===== config.mk =====
export PLATFORM = sky130hd
export DESIGN_NAME = dbm_core
export DESIGN_NICKNAME = d
export VERILOG_FILES = /design/src/logic/dbm_core.v
export VERILOG_INCLUDE_DIRS = /design/src /design/src/logic
export SDC_FILE = /design/constraint.sdc
export NUM_CORES = 1
export LEC_CHECK = 0
export BUFFER_PORTS_ARGS = -buffer_cell sky130_fd_sc_hd__buf_4
export CORE_MARGIN = 5
export CORE_UTILIZATION = 40
export CTS_CLUSTER_SIZE = 40
export DETAILED_ROUTE_END_ITERATION = 6
export PLACE_DENSITY_LB_ADDON = 0.05
export SYNTH_ARGS = -nofsm -noshare
export SYNTH_HDL_FRONTEND = slang
export SYNTH_SLANG_ARGS = --single-unit

===== constraint.sdc =====
create_clock -name clock -period 7.4 [get_ports clock]
set_clock_uncertainty 0.05 [all_clocks]
set_input_delay 0.37 -clock clock [delete_from_list [all_inputs] [get_ports clock]]
set_output_delay 0.37 -clock clock [all_outputs]
set_load 0.02 [all_outputs]

===== src/logic/dbm_defines.vh =====
`ifndef DBM_DEFINES_VH
`define DBM_DEFINES_VH
// descriptor field indices, counted in descriptor fields
`define DBM_TXD_STATUS    3'h0
`define DBM_TXD_PKT_SIZE  3'h1
`define DBM_TXD_FRAG_CNT  3'h2
`define DBM_TXD_FIRST_IDX 3'h3
`define DBM_RXD_STATUS    3'h0
`define DBM_RXD_BYTECNT   3'h1
`define DBM_RXD_PTR0      3'h2
`define DBM_RXD_PTR1      3'h3
`define DBM_RXD_LINK      3'h4
`define DBM_RSRC_FIELDS   3'h4
// field spacing in bytes
`define DBM_FIELD_STEP16  16'h0002
`define DBM_FIELD_STEP32  16'h0004
// buffer data word size in bytes
`define DBM_DATA_STEP     32'h00000002
// link bit marking the end of the list
`define DBM_LINK_EOL_BIT  0
`endif


===== src/logic/dbm_core.v =====
// Contract
// one packet per transmit descriptor and buffer
// gather transmit packet from scattered fragments
// read size, location, fragments; write status back
// follow transmit links after one command
// software loads first descriptor, then commands
// software prepares receive lists before reception
// bind receive descriptor only after packet stored
// many packets per buffer, one descriptor each
// packet stored contiguously in one buffer
// receive descriptor points to, describes packet
// resource area is a circular queue
// fetch fresh buffer when room runs short
// address is upper base plus offset
// each base pairs with its offset registers
// all three bases may be equal
// suffix 0 low half, 1 high half
// read pointer advances four fields, wraps
// new resource only when count below threshold
`timescale 1ns/1ps
`default_nettype none
`include "dbm_defines.vh"
module dbm_core (
	input  wire        clock,
	input  wire        rst_n,
	input  wire        mode32,
	input  wire        rx_enable,
	input  wire [15:0] tx_descriptor_base_upper,
	input  wire [15:0] rx_descriptor_base_upper,
	input  wire [15:0] rx_resource_base_upper,
	input  wire [15:0] resource_area_start,
	input  wire [15:0] resource_area_end,
	input  wire [15:0] resource_write_pointer,
	input  wire [15:0] end_of_buffer_threshold,
	input  wire        rrp_load,
	input  wire [15:0] rrp_value,
	input  wire        current_rx_descriptor_offset_load,
	input  wire [15:0] current_rx_descriptor_offset_value,
	input  wire        current_tx_descriptor_offset_load,
	input  wire [15:0] current_tx_descriptor_offset_value,
	input  wire        tx_command,
	output wire        mem_req,
	output wire        mem_we,
	output wire [31:0] mem_addr,
	output wire [15:0] mem_wdata,
	input  wire [15:0] mem_rdata,
	input  wire        mem_ack,
	output wire        tx_valid,
	output wire [15:0] tx_data,
	output wire        tx_last,
	output wire [15:0] tx_packet_size,
	input  wire        tx_ready,
	input  wire        tx_stat_valid,
	input  wire [15:0] tx_stat,
	input  wire        rx_valid,
	input  wire [15:0] rx_data,
	input  wire        rx_last,
	input  wire [15:0] rx_stat,
	output wire        rx_ready,
	output wire        rx_overflow,
	output wire        resource_empty,
	output wire        tx_busy,
	output wire        rx_buffer_valid,
	output wire [15:0] resource_read_pointer,
	output wire [15:0] current_rx_descriptor_offset,
	output wire [15:0] current_tx_descriptor_offset,
	output wire [31:0] current_rx_buffer_address,
	output wire [31:0] remaining_buffer_word_count
);
	localparam [3:0] S_IDLE = 4'h0;
	localparam [3:0] S_TXD  = 4'h1;
	localparam [3:0] S_TXF  = 4'h2;
	localparam [3:0] S_TXG  = 4'h3;
	localparam [3:0] S_TXO  = 4'h4;
	localparam [3:0] S_TXS  = 4'h5;
	localparam [3:0] S_TXL  = 4'h6;
	localparam [3:0] S_RXR  = 4'h7;
	localparam [3:0] S_RXW  = 4'h8;
	localparam [3:0] S_RXD  = 4'h9;
	localparam [3:0] S_RXL  = 4'hA;

	reg [3:0]  state_ff;
	reg [2:0]  idx_ff;
	reg        req_ff;
	reg        we_ff;
	reg [31:0] addr_ff;
	reg [15:0] wdata_ff;
	reg        tx_pend_ff;
	reg [15:0] dptr_ff;
	reg [15:0] tps_ff;
	reg [15:0] tfc_ff;
	reg [15:0] tfs_ff;
	reg [31:0] tsa_ff;
	reg [15:0] txd_ff;
	reg        txl_ff;
	reg [15:0] rrp_ff;
	reg [15:0] current_rx_descriptor_offset_ff;
	reg [15:0] current_tx_descriptor_offset_ff;
	reg [31:0] crba_ff;
	reg [31:0] rbwc_ff;
	reg [31:0] tcba_ff;
	reg [31:0] trbwc_ff;
	reg        buf_ok_ff;
	reg [31:0] pkt_start_ff;
	reg [15:0] pkt_words_ff;
	reg        last_ff;
	reg [15:0] rstat_ff;

	wire [15:0] fstep = mode32 ? `DBM_FIELD_STEP32 : `DBM_FIELD_STEP16;
	wire [15:0] rrp_next = rrp_ff + (fstep << 2);
	wire        rsrc_avail = (rrp_ff != resource_write_pointer);

	// upper base forms the high half, offset the low half; bases may be equal
	function [31:0] dbm_addr;
		input [15:0] upper;
		input [15:0] offset;
		begin
			dbm_addr = {upper, offset};
		end
	endfunction

	// offset of field n from a descriptor start
	function [15:0] dbm_field;
		input [15:0] base;
		input [2:0]  n;
		input [15:0] step;
		begin
			dbm_field = base + ({13'h0000, n} * step);
		end
	endfunction

	assign mem_req   = req_ff;
	assign mem_we    = we_ff;
	assign mem_addr  = addr_ff;
	assign mem_wdata = wdata_ff;
	assign tx_valid  = (state_ff == S_TXO);
	assign tx_data   = txd_ff;
	assign tx_last   = txl_ff;
	assign tx_packet_size = tps_ff;
	assign rx_ready  = (state_ff == S_RXW) && !req_ff && (rbwc_ff != 32'h00000000);
	assign rx_overflow    = (state_ff == S_RXW) && (rbwc_ff == 32'h00000000);
	assign resource_empty = !rsrc_avail;
	assign tx_busy   = tx_pend_ff || (state_ff >= S_TXD && state_ff <= S_TXL);
	assign rx_buffer_valid = buf_ok_ff;
	assign resource_read_pointer        = rrp_ff;
	assign current_rx_descriptor_offset = current_rx_descriptor_offset_ff;
	assign current_tx_descriptor_offset = current_tx_descriptor_offset_ff;
	assign current_rx_buffer_address    = crba_ff;
	assign remaining_buffer_word_count  = rbwc_ff;

	always @(posedge clock) begin
		if (!rst_n) begin
			state_ff <= S_IDLE;
			idx_ff <= 3'h0;
			req_ff <= 1'b0;
			we_ff <= 1'b0;
			addr_ff <= 32'h00000000;
			wdata_ff <= 16'h0000;
			tx_pend_ff <= 1'b0;
			dptr_ff <= 16'h0000;
			tps_ff <= 16'h0000;
			tfc_ff <= 16'h0000;
			tfs_ff <= 16'h0000;
			tsa_ff <= 32'h00000000;
			txd_ff <= 16'h0000;
			txl_ff <= 1'b0;
			rrp_ff <= 16'h0000;
			current_rx_descriptor_offset_ff <= 16'h0000;
			current_tx_descriptor_offset_ff <= 16'h0000;
			crba_ff <= 32'h00000000;
			rbwc_ff <= 32'h00000000;
			tcba_ff <= 32'h00000000;
			trbwc_ff <= 32'h00000000;
			buf_ok_ff <= 1'b0;
			pkt_start_ff <= 32'h00000000;
			pkt_words_ff <= 16'h0000;
			last_ff <= 1'b0;
			rstat_ff <= 16'h0000;
		end else begin
			if (rrp_load)
				rrp_ff <= rrp_value;
			if (current_rx_descriptor_offset_load)
				current_rx_descriptor_offset_ff <= current_rx_descriptor_offset_value;
			if (current_tx_descriptor_offset_load)
				current_tx_descriptor_offset_ff <= current_tx_descriptor_offset_value;
			if (tx_command)
				tx_pend_ff <= 1'b1;
			case (state_ff)
			S_IDLE: begin
				idx_ff <= 3'h0;
				if (rx_enable && !buf_ok_ff && rsrc_avail) begin
					state_ff <= S_RXR;
				end else if (rx_enable && buf_ok_ff && rx_valid) begin
					pkt_start_ff <= crba_ff;
					pkt_words_ff <= 16'h0000;
					state_ff <= S_RXW;
				end else if (tx_pend_ff && !tx_command) begin
					tx_pend_ff <= 1'b0;
					dptr_ff <= dbm_field(current_tx_descriptor_offset_ff, `DBM_TXD_PKT_SIZE, fstep);
					state_ff <= S_TXD;
				end
			end
			S_TXD: begin
				if (!req_ff) begin
					req_ff <= 1'b1;
					we_ff <= 1'b0;
					addr_ff <= dbm_addr(tx_descriptor_base_upper, dptr_ff);
				end else if (mem_ack) begin
					req_ff <= 1'b0;
					dptr_ff <= dptr_ff + fstep;
					if (idx_ff == 3'h0) begin
						tps_ff <= mem_rdata;
						idx_ff <= 3'h1;
					end else begin
						tfc_ff <= mem_rdata;
						idx_ff <= 3'h0;
						state_ff <= (mem_rdata == 16'h0000) ? S_TXS : S_TXF;
					end
				end
			end
			S_TXF: begin
				if (!req_ff) begin
					req_ff <= 1'b1;
					we_ff <= 1'b0;
					addr_ff <= dbm_addr(tx_descriptor_base_upper, dptr_ff);
				end else if (mem_ack) begin
					req_ff <= 1'b0;
					dptr_ff <= dptr_ff + fstep;
					idx_ff <= idx_ff + 3'h1;
					if (idx_ff == 3'h0)
						tsa_ff[15:0] <= mem_rdata;
					else if (idx_ff == 3'h1)
						tsa_ff[31:16] <= mem_rdata;
					else begin
						tfs_ff <= mem_rdata;
						idx_ff <= 3'h0;
						tfc_ff <= tfc_ff - 16'h0001;
						// empty fragment: skip straight on
						if (mem_rdata != 16'h0000)
							state_ff <= S_TXG;
						else if (tfc_ff == 16'h0001)
							state_ff <= S_TXS;
					end
				end
			end
			S_TXG: begin
				if (!req_ff) begin
					req_ff <= 1'b1;
					we_ff <= 1'b0;
					addr_ff <= tsa_ff;
				end else if (mem_ack) begin
					req_ff <= 1'b0;
					txd_ff <= mem_rdata;
					txl_ff <= (tfs_ff == 16'h0001) && (tfc_ff == 16'h0000);
					state_ff <= S_TXO;
				end
			end
			S_TXO: begin
				if (tx_ready) begin
					txl_ff <= 1'b0;
					tsa_ff <= tsa_ff + `DBM_DATA_STEP;
					tfs_ff <= tfs_ff - 16'h0001;
					if (tfs_ff != 16'h0001)
						state_ff <= S_TXG;
					else if (tfc_ff != 16'h0000)
						state_ff <= S_TXF;
					else
						state_ff <= S_TXS;
				end
			end
			S_TXS: begin
				if (!req_ff && tx_stat_valid) begin
					req_ff <= 1'b1;
					we_ff <= 1'b1;
					wdata_ff <= tx_stat;
					addr_ff <= dbm_addr(tx_descriptor_base_upper,
						dbm_field(current_tx_descriptor_offset_ff, `DBM_TXD_STATUS, fstep));
				end else if (req_ff && mem_ack) begin
					req_ff <= 1'b0;
					we_ff <= 1'b0;
					state_ff <= S_TXL;
				end
			end
			S_TXL: begin
				if (!req_ff) begin
					req_ff <= 1'b1;
					addr_ff <= dbm_addr(tx_descriptor_base_upper, dptr_ff);
				end else if (mem_ack) begin
					req_ff <= 1'b0;
					if (!mem_rdata[`DBM_LINK_EOL_BIT]) begin
						current_tx_descriptor_offset_ff <= mem_rdata;
						tx_pend_ff <= 1'b1;
					end
					state_ff <= S_IDLE;
				end
			end
			S_RXR: begin
				if (!req_ff) begin
					req_ff <= 1'b1;
					we_ff <= 1'b0;
					addr_ff <= dbm_addr(rx_resource_base_upper, dbm_field(rrp_ff, idx_ff, fstep));
				end else if (mem_ack) begin
					req_ff <= 1'b0;
					idx_ff <= idx_ff + 3'h1;
					case (idx_ff)
					3'h0: tcba_ff[15:0] <= mem_rdata;
					3'h1: tcba_ff[31:16] <= mem_rdata;
					3'h2: trbwc_ff[15:0] <= mem_rdata;
					default: trbwc_ff[31:16] <= mem_rdata;
					endcase
					if (idx_ff == `DBM_RSRC_FIELDS - 3'h1) begin
						crba_ff <= tcba_ff;
						rbwc_ff <= {mem_rdata, trbwc_ff[15:0]};
						buf_ok_ff <= 1'b1;
						// wrap at the end of the circular area
						rrp_ff <= (rrp_next == resource_area_end) ? resource_area_start : rrp_next;
						state_ff <= S_IDLE;
					end
				end
			end
			S_RXW: begin
				if (rx_valid && rx_ready) begin
					req_ff <= 1'b1;
					we_ff <= 1'b1;
					wdata_ff <= rx_data;
					addr_ff <= crba_ff;
					last_ff <= rx_last;
					if (rx_last)
						rstat_ff <= rx_stat;
				end else if (req_ff && mem_ack) begin
					req_ff <= 1'b0;
					we_ff <= 1'b0;
					crba_ff <= crba_ff + `DBM_DATA_STEP;
					rbwc_ff <= rbwc_ff - 32'h00000001;
					pkt_words_ff <= pkt_words_ff + 16'h0001;
					if (last_ff) begin
						idx_ff <= 3'h0;
						state_ff <= S_RXD;
					end
				end
			end
			S_RXD: begin
				if (!req_ff) begin
					req_ff <= 1'b1;
					we_ff <= 1'b1;
					addr_ff <= dbm_addr(rx_descriptor_base_upper, dbm_field(current_rx_descriptor_offset_ff, idx_ff, fstep));
					case (idx_ff)
					`DBM_RXD_STATUS:  wdata_ff <= rstat_ff;
					`DBM_RXD_BYTECNT: wdata_ff <= {pkt_words_ff[14:0], 1'b0};
					`DBM_RXD_PTR0:    wdata_ff <= pkt_start_ff[15:0];
					default:          wdata_ff <= pkt_start_ff[31:16];
					endcase
				end else if (mem_ack) begin
					req_ff <= 1'b0;
					we_ff <= 1'b0;
					idx_ff <= idx_ff + 3'h1;
					if (idx_ff == `DBM_RXD_PTR1)
						state_ff <= S_RXL;
				end
			end
			S_RXL: begin
				if (!req_ff) begin
					req_ff <= 1'b1;
					addr_ff <= dbm_addr(rx_descriptor_base_upper, dbm_field(current_rx_descriptor_offset_ff, `DBM_RXD_LINK, fstep));
				end else if (mem_ack) begin
					req_ff <= 1'b0;
					current_rx_descriptor_offset_ff <= mem_rdata;
					if (rbwc_ff < {16'h0000, end_of_buffer_threshold})
						buf_ok_ff <= 1'b0;
					state_ff <= S_IDLE;
				end
			end
			default: state_ff <= S_IDLE;
			endcase
		end
	end
endmodule
`default_nettype wire


-- After elaboration in Yosys (flattened, before gate mapping)
Cells that the tools add are included.
- add/sub/neg operators: 13
- $mul: 1
- magnitude comparators: 3
- equal/unequal tests: 65
- mux-type cells: 150
- bitwise gates (word level): 1
- reduce and logical (&&, ||, !) cells: 66
- operator list (kind ; count):
    two-way mux 16 bit ; 42
    two-way mux 32 bit ; 20
    one-hot mux 32 bit (7 select lines) ; 1
    one-hot mux 32 bit (2 select lines) ; 3
    one-hot mux 16 bit (2 select lines) ; 4
    two-way mux 4 bit ; 28
    one-hot mux 16 bit (3 select lines) ; 2
    inequality test 2 bit (second input constant) ; 35
    adder 32 x 2 -> 32 bit (second input constant) ; 2
    two-way mux 3 bit ; 15
    one-hot mux 4 bit (10 select lines) ; 1
    adder 16 x 3 -> 16 bit ; 2
    adder 16 x 5 -> 16 bit ; 2
    == test 16 x 1 -> 1 bit (second input constant) ; 2
    logical NOT 16 bit ; 2
    logical NOT 32 bit ; 1
    < comparator 32 x 16 -> 1 bit ; 1
    nonzero test 16 bit ; 2
    nonzero test 32 bit ; 1
    subtractor 16 x 1 -> 16 bit (second input constant) ; 2
    subtractor 32 x 1 -> 32 bit (second input constant) ; 1
    two-way mux 1 bit ; 28
    AND reduction 25 bit ; 1
    AND reduction 4 bit ; 6
    other kinds (45) ; 95
- bits in registers: 397
- input bits: 237
- output and inout bits: 201
- word-level logic and storage cells: 327

-- Longest topological paths before layout
Gate-level depths: netlist (run 1).
- depth after elaboration: 8
- mapped depth: 16
- mapped depth without buffers: 13

-- Least setup slack after synthesis (run 1)
OpenSTA, ideal clock, no wires.
- path kind: reg2reg
- from: register state_ff[2]
- to: register dptr_ff[14]
- library setup time: 59 ps
- data arrival time: 3120 ps
- required time: 7291 ps
- slack: 4170 ps
- cell stages (with the launch flop): 16
- buffers on the path: 4
- period minus slack after synthesis: 3230 ps
- cell sequence: dfxtp_1 buf_2 buf_2 nor2_1 nand2_1 clkbuf_1 buf_1 nand2_1 nand2_1 ha_1 a21oi_1 o32a_1 a21oi_2 and3_1 a2111oi_0 o31a_1
- word-level cells in the longest chain between the ends: 4
- elaborated cells between the ends (all ways): 12
- those cells by class: eq/ne (7); mux (1); reduce/logical (4)
- RTL lines (what ; RTL line ; text):
    start: declaration ; dbm_core.v:82 ; reg [3:0] state_ff;
    start signal: assignment ; dbm_core.v:217 ; state_ff <= (mem_rdata == 16'h0000) ? S_TXS : S_TXF;
    == test 4 x 2 -> 1 bit or == test 4 x 1 -> 1 bit (tied branches) ; dbm_core.v:188 ; case (state_ff)
    OR reduction 2 bit (no source line) ; - ;
    inequality test 2 x 1 -> 1 bit (no source line) or nonzero test 2 bit (tied branches) ; - ;
    AND reduction 6 bit (no source line) ; - ;
    end signal: assignment ; dbm_core.v:199 ; dptr_ff <= dbm_field(current_tx_descriptor_offset_ff, `DBM_TXD_PKT_SIZE, fstep);
    end signal: assignment ; dbm_core.v:210 ; dptr_ff <= dptr_ff + fstep;
    end signal: assignment ; dbm_core.v:228 ; dptr_ff <= dptr_ff + fstep;
    end: declaration ; dbm_core.v:89 ; reg [15:0] dptr_ff;
Parallel ways exist; a longest one is shown, timed or not.
A chain may end at the register's enable or synchronous reset.

-- Worst setup path after layout (run 1)
- from: register state_ff[2]
- to: register dptr_ff[13]
The elaborated chain is that of the path after synthesis.

==> run_results.csv, run 1 <==
group,metric,value,unit
run_status,status,"finished, violations left",
run_status,failed_checks,"design-rule violations",
yosys,yosysSeqAreaShare,0.340,
placed_design,dp_hpwl,73.0,mm
clocking,clockBufferDepth,3,
sta,final-hold-violation-count,0,
sta,slew_headroom,0.127,
yosys,ys_dominant_reg_cell,"dfxtp_1",
sta,slew_violations,0,
worst_setup_path,end_kind,"register",
finish,fin_nets,3677,
finish,areaGrowthSynthToFinish,23.6,%
yosys,ys_ff_latch,396,
yosys,synth_cell_type_count,91,
worst_setup_path,r2r_start,"state_ff[2]",
worst_setup_path,r2r_slack,3.41,ns
die,initial_core_util,0.404,
placed_design,gp_congestion,0.954,
routing,drtIter0Drc,2945,
worst_setup_path,crit_top_cell,"nand2_1",
die,fp-row-count,88,
yosys,ys_warn_count,0,
pwr,p_seq_frac,0.352,
pwr,power_density,243,nW/um^2
yosys,synth_edf_count,0,
worst_setup_path,crit_path_cell_trace,"or2_0 -> nor2_1 -> buf_4 -> nand2_1 -> nand2_1 -> ha_1 -> fa_1 -> a21boi_2 -> nand2_1 -> nor3_1 -> a311oi_1 -> a31oi_1",
placed_design,port_buffers,437,
pwr,power_frac_comb,0.282,
yosys,synth_nets,3382,
pwr,total_power,0.00702,W
global_route,grt_pass1_vias,23900,
die,die-height,251,microns
worst_setup_path,critPathKind,"register to register",
sta,max_freq,0.251,GHz
finish,final_common_cell,"buf_4",
worst_setup_path,crit_arrival,4.36,ns
worst_setup_path,cp.required,7.77,ns
routing,routed_wl,104,mm
clocking,path_clk_slew,0.06,ns
sta,min_period,3.99,ns
worst_setup_path,path_depth,12,
global_route,grt_use_total,0.308,
yosys,async_flop_share,0,
clocking,clock_latency,0.59,ns
worst_setup_path,crit_family,"simple AND/OR/NAND/NOR gates",
routing,via_count,25800,
clocking,h-tree-depth,2,
die,die_area,63200,sq um
worst_setup_path,crit_path_end,"dptr_ff[13]",
yosys,syn_area_per_cell,7.55,sq um
global_route,overflow,0,
pwr,power_leakage,11.3,nW
routing,firstDrtPassIters,7,
worst_setup_path,slowest_stage,"dfxtp_1",
worst_setup_path,critPathMaxFanout,28,
yosys,syn-cell-area,23300,sq um
worst_setup_path,max_stage_delay,0.95,ns
run,cap_violations,0,
clocking,cts_root_buf,"clkbuf_16",
yosys,synthCells,3090,
routing,wire_per_inst,24.8,microns
finish,finish.utilization,0.500,
clocking,cts_tree,"done",
worst_setup_path,ff2ff_path_depth,12,
die,io_pins,438,
finish,layout_common_cells,"buf_4 (472), nand2_1 (431), dfxtp_1 (396), nor2_1 (370), a21oi_1 (323)",
pwr,switching_share,0.356,
sta,rsz0062_at_grt,"no",
pwr,switchingPower,0.00250,W
worst_setup_path,cp_num_buf_inv,1,
worst_setup_path,timing.rr.end,"dptr_ff[13]",
sta,finalSetupViolations,0,
clocking,cts_buffers,49,
clocking,clock_sinks,396,
routing,drc,5,
routing,viasPerCell,6.16,
sta,tns,0,ns
pwr,ir_drop,0.193,mV
clocking,ctsResizeCount,0,
global_route,antenna_found_initial,1,
pwr,clock_power_share,0.365,
die,core,57700,sq um
die,die_x,251,microns
finish,drive_gt1_frac,0.182,
global_route,grt_max_degree,201,
hold_path,hold_class,"input pin to register",
worst_setup_path,start_kind,"register",
routing,detail-route-antenna-nets,0,
hold_path,min-delay-start,"resource_area_start[0]",
sta,tightest_slew,1.30,ns
sta,min_period_over_period,0.539,
pwr,internal_power,0.00452,W
global_route,grt_pass1_wl,153,mm
worst_setup_path,crit_start,"state_ff[2]",
repair_timing:
item	in CTS	in global routing
hold buffers	22	0
setup buffers	0	0
endpoints found under the hold margin	22	0
cells in the mapped netlist, types with 19 or more instances:
library cell	instances	area [sq um]
a211oi_1	70	526
a22oi_1	24	180
nand2b_1	20	125
a222oi_1	34	340
a21oi_1	323	1620
a21o_1	20	150
o211ai_1	22	165
nor4_1	33	206
and2_1	19	119
a221o_1	29	290
buf_2	45	225
dfxtp_1	396	7930
nor3_1	61	305
o21ai_0	169	846
nand4_1	38	238
ha_1	49	613
xor2_1	53	464
mux2i_1	81	811
nor2b_1	20	125
and3_1	25	156
o22ai_1	31	194
nand2_1	432	1620
clkbuf_1	181	679
nor2_1	373	1400
xnor2_1	24	210
a22o_1	24	210
nand3_1	80	400
a31oi_1	67	419
inv_1	59	221
kinds of logic after synthesis:
logic type               Yosys count  synth area share
AO/OA/AOI/OAI                    980             0.276
AND/OR/NAND/NOR                 1175             0.228
buffers and inverters            312            0.0544
XOR/XNOR                          78            0.0296
multiplexers                      92            0.0401
flip-flops                       396             0.340
other                              1          0.000161
adder cells (fa/ha/maj)           56            0.0319
per-layer routing:
layer | GRT usage | wire, microns | vias to the layer above
met3 | 0.0527 | 8790 | 199
met4 | 0.108 | 3990 | 0
met2 | 0.484 | 46200 | 1244
met1 | 0.429 | 44700 | 12500
li1 | - | - | 11900
met5 | 0 | 0 | -
registers in the layout, indices dropped and copies added, names as in the netlist, 32 cells and up:
register	count
current_rx_buffer_address	32
mem_addr	32
pkt_start_ff	32
remaining_buffer_word_count	32
tcba_ff	32
tsa_ff	32
worst min path at each step:
stage / depth (start not counted) / slack (ns) / end
after floorplan: 2 / 0.38 / tcba_ff[5]
after global placement: 2 / 0.39 / tcba_ff[25]
after detailed placement: 2 / 0.40 / tcba_ff[21]
after CTS: 3 / 0.003 / resource_read_pointer[0]
after global routing: 3 / 0.03 / resource_read_pointer[6]
final: 3 / 0.03 / resource_read_pointer[0]
metrics by stage:
stage / hold slack (ns) / instances / worst slack, ns / instance area [sq um]
after floorplan: 0.382 / 3090 / 4.17 / 23300
after global placement: 0.389 / 4077 / 3.60 / 26900
after detailed placement: 0.395 / 4077 / 3.53 / 26900
after CTS: 0.00331 / 4185 / 3.53 / 28800
after global routing: 0.0332 / 4185 / 3.12 / 28800
final: 0.0315 / 4186 / 3.41 / 28800
worst min-delay path: stages:
cell     delay [ns]
buf_4          0.11
nand3_1        0.06
a31oi_1        0.08
final cells by class:
| type | count | area [sq um] |
|---|---|---|
| Sequential cell | 396 | 7930 |
| Clock buffer | 70 | 1450 |
| Clock inverter | 16 | 267 |
| Multi-Input combinational cell | 2382 | 14200 |
| Antenna cell | 1 | 2.50 |
| Inverter | 60 | 233 |
| Tap cell | 765 | 957 |
| Fill cell | 5734 | 28900 |
| Timing Repair Buffer | 496 | 3800 |
power groups by stage:
stage | logic, W | clock network [W] | registers, W
2_1_floorplan | 0.00115 | 0 | 0.00250
3_5_place_dp | 0.00193 | 0 | 0.00251
4_1_cts | 0.00195 | 0.00261 | 0.00246
6_report | 0.00198 | 0.00256 | 0.00247
5_1_grt | 0.00213 | 0.00269 | 0.00249
3_3_place_gp | 0.00192 | 0 | 0.00251
Power figures use the tool's default switching activity.
==> run 2: changes to the inputs <==
clock period = 3.43 ns   (was 7.4 ns; I/O delays follow)
==> run_results.csv, run 2 (synthesis results as in run 1) <==
group,metric,value,unit
sta,tightest_slew,0.826,ns
placed_design,dp_hpwl,77.1,mm
die,die_area,63200,sq um
worst_setup_path,critPathKind,"register to register",
sta,slew_headroom,0.450,
die,initial_core_util,0.404,
worst_setup_path,r2r_start,"remaining_buffer_word_count[19]",
worst_setup_path,crit_start,"remaining_buffer_word_count[19]",
sta,finalSetupViolations,0,
sta,tns,0,ns
run,cap_violations,0,
routing,drtIter0Drc,2773,
worst_setup_path,crit_family,"buffers and inverters",
worst_setup_path,cp_num_buf_inv,3,
clocking,clock_sinks,396,
hold_path,hold_depth,5,
routing,wire_per_inst,24.7,microns
routing,viasPerCell,6.07,
hold_path,min-delay-start,"rx_descriptor_base_upper[5]",
hold_path,hold_class,"input pin to register",
run_status,status,"finished clean",
global_route,use_met3,0.0536,
clocking,cts_root_buf,"clkbuf_16",
placed_design,placed_cells,4166,
global_route,grt_pass1_wl,161,mm
worst_setup_path,r2r_slack,0.04,ns
finish,drive_gt1_frac,0.196,
finish,final_common_cell,"buf_4",
sta,final-hold-violation-count,0,
worst_setup_path,end_kind,"register",
die,fp-row-count,88,
sta,max_freq,0.295,GHz
global_route,busiest_layer,"met2",
routing,routed_wl,109,mm
pwr,power_density,501,nW/um^2
die,core,57700,sq um
global_route,antenna_found_initial,3,
clocking,clockBufferDepth,3,
worst_setup_path,crit_arrival,3.79,ns
pwr,ir_drop,0.394,mV
worst_setup_path,slowest_stage,"dlygate4sd3_1",
worst_setup_path,max_stage_delay,0.57,ns
finish,finalNonFillerCells,4414,
sta,slew_violations,0,
global_route,overflow,0,
clocking,path_clk_slew,0.06,ns
routing,via_count,26800,
worst_setup_path,cp.required,3.83,ns
placed_design,port_buffers,437,
global_route,grt_use_total,0.323,
routing,drc,0,
clocking,cts_tree,"done",
sta,min_period_over_period,0.989,
die,die-height,251,microns
global_route,gr-usage-met1,0.438,
finish,layout_common_cells,"buf_4 (556), nand2_1 (431), dfxtp_1 (396), nor2_1 (370), a21oi_1 (323)",
finish,areaGrowthSynthToFinish,32.7,%
placed_design,gp_congestion,0.979,
routing,detail-route-antenna-nets,0,
clocking,post_cts_buffers,0,
worst_setup_path,ff2ff_path_depth,10,
worst_setup_path,start_kind,"register",
global_route,use_met2,0.515,
clocking,h-tree-depth,2,
pwr,power_leakage,12.5,nW
worst_setup_path,critPathMaxFanout,45,
hold_path,hold_end,"mem_addr[21]",
sta,rsz0062_at_grt,"no",
worst_setup_path,crit_path_cell_trace,"nor4_1 -> and4b_1 -> a41oi_1 -> buf_4 -> o211ai_4 -> buf_12 -> a31oi_1 -> dlygate4sd3_1 -> a21oi_1 -> nor2_1",
global_route,grt_max_degree,103,
finish,fin_nets,3904,
routing,firstDrtPassIters,7,
global_route,grt_pass1_vias,25600,
worst_setup_path,timing.rr.end,"mem_addr[29]",
clocking,clock_latency,0.60,ns
die,io_pins,438,
sta,min_period,3.39,ns
die,die_x,251,microns
clocking,cts_buffers,47,
==> run 2: stage by stage <==
step                      hold WS (ns)  worst slack [ns]   util  power (W)  instance area [sq um]
after floorplan                  0.265             0.200      -    0.00788                  23300
after global placement           0.359             0.237  0.479    0.00976                  27600
after detailed placement         0.362             0.167  0.479    0.00978                  27600
after CTS                      0.00243             0.163  0.536     0.0155                  30900
after global routing            0.0520           0.00833  0.536     0.0161                  30900
final                           0.0179            0.0375  0.536     0.0155                  30900
==> run 2: routing by layer <==
| metal | vias up | part of all wire |
|---|---|---|
| met3 | 242 | 0.084 |
| met5 | - | 0 |
| met1 | 12900 | 0.42 |
| met2 | 1286 | 0.45 |
| li1 | 12400 | - |
| met4 | 0 | 0.045 |
==> run 2: worst register-to-register path, cell delays in order, from the launching register on <==
cell and delay (ns):
dfxtp_1 0.38, nor4_1 0.47, and4b_1 0.50, a41oi_1 0.28, buf_4 0.23, o211ai_4 0.18
buf_12 0.27, a31oi_1 0.12, dlygate4sd3_1 0.57, a21oi_1 0.14, nor2_1 0.06
==> run 2: area by class of cell <==
class | instances | area (sq um)
antenna | 1 | 2.50
clock buffer | 63 | 1370
clock inverter | 22 | 334
fill | 5496 | 26700
inverter | 60 | 233
multi-input combinational | 2382 | 14200
sequential | 396 | 7930
tap | 765 | 957
timing repair buffer | 725 | 5940
==> run 2: how the worst max path moves through the flow <==
stage                               end  slack [ns]  depth (start not counted)
6_report                   mem_addr[29]        0.04                         10
5_1_grt                    mem_addr[31]       0.008                         10
4_1_cts                    mem_addr[31]        0.16                         10
3_5_place_dp   resource_read_pointer[2]        0.17                         11
3_3_place_gp   resource_read_pointer[2]        0.24                         11
2_1_floorplan               dptr_ff[14]        0.20                         15
==> run 2: where the power goes <==
group / internal [W] / total (W) / switching, W / leakage (nW)
clock network: 0.00340 / 0.00555 / 0.00215 / 0.841
logic: 0.00174 / 0.00471 / 0.00297 / 8.41
registers: 0.00489 / 0.00526 / 0.000365 / 3.20
total: 0.0100 / 0.0155 / 0.00548 / 12.5
==> run 2: what timing repair did <==
item	in CTS	in global routing
resized for setup	0	1
endpoints found under the setup margin	0	1
endpoints found under the hold margin	162	0
hold buffers	162	0
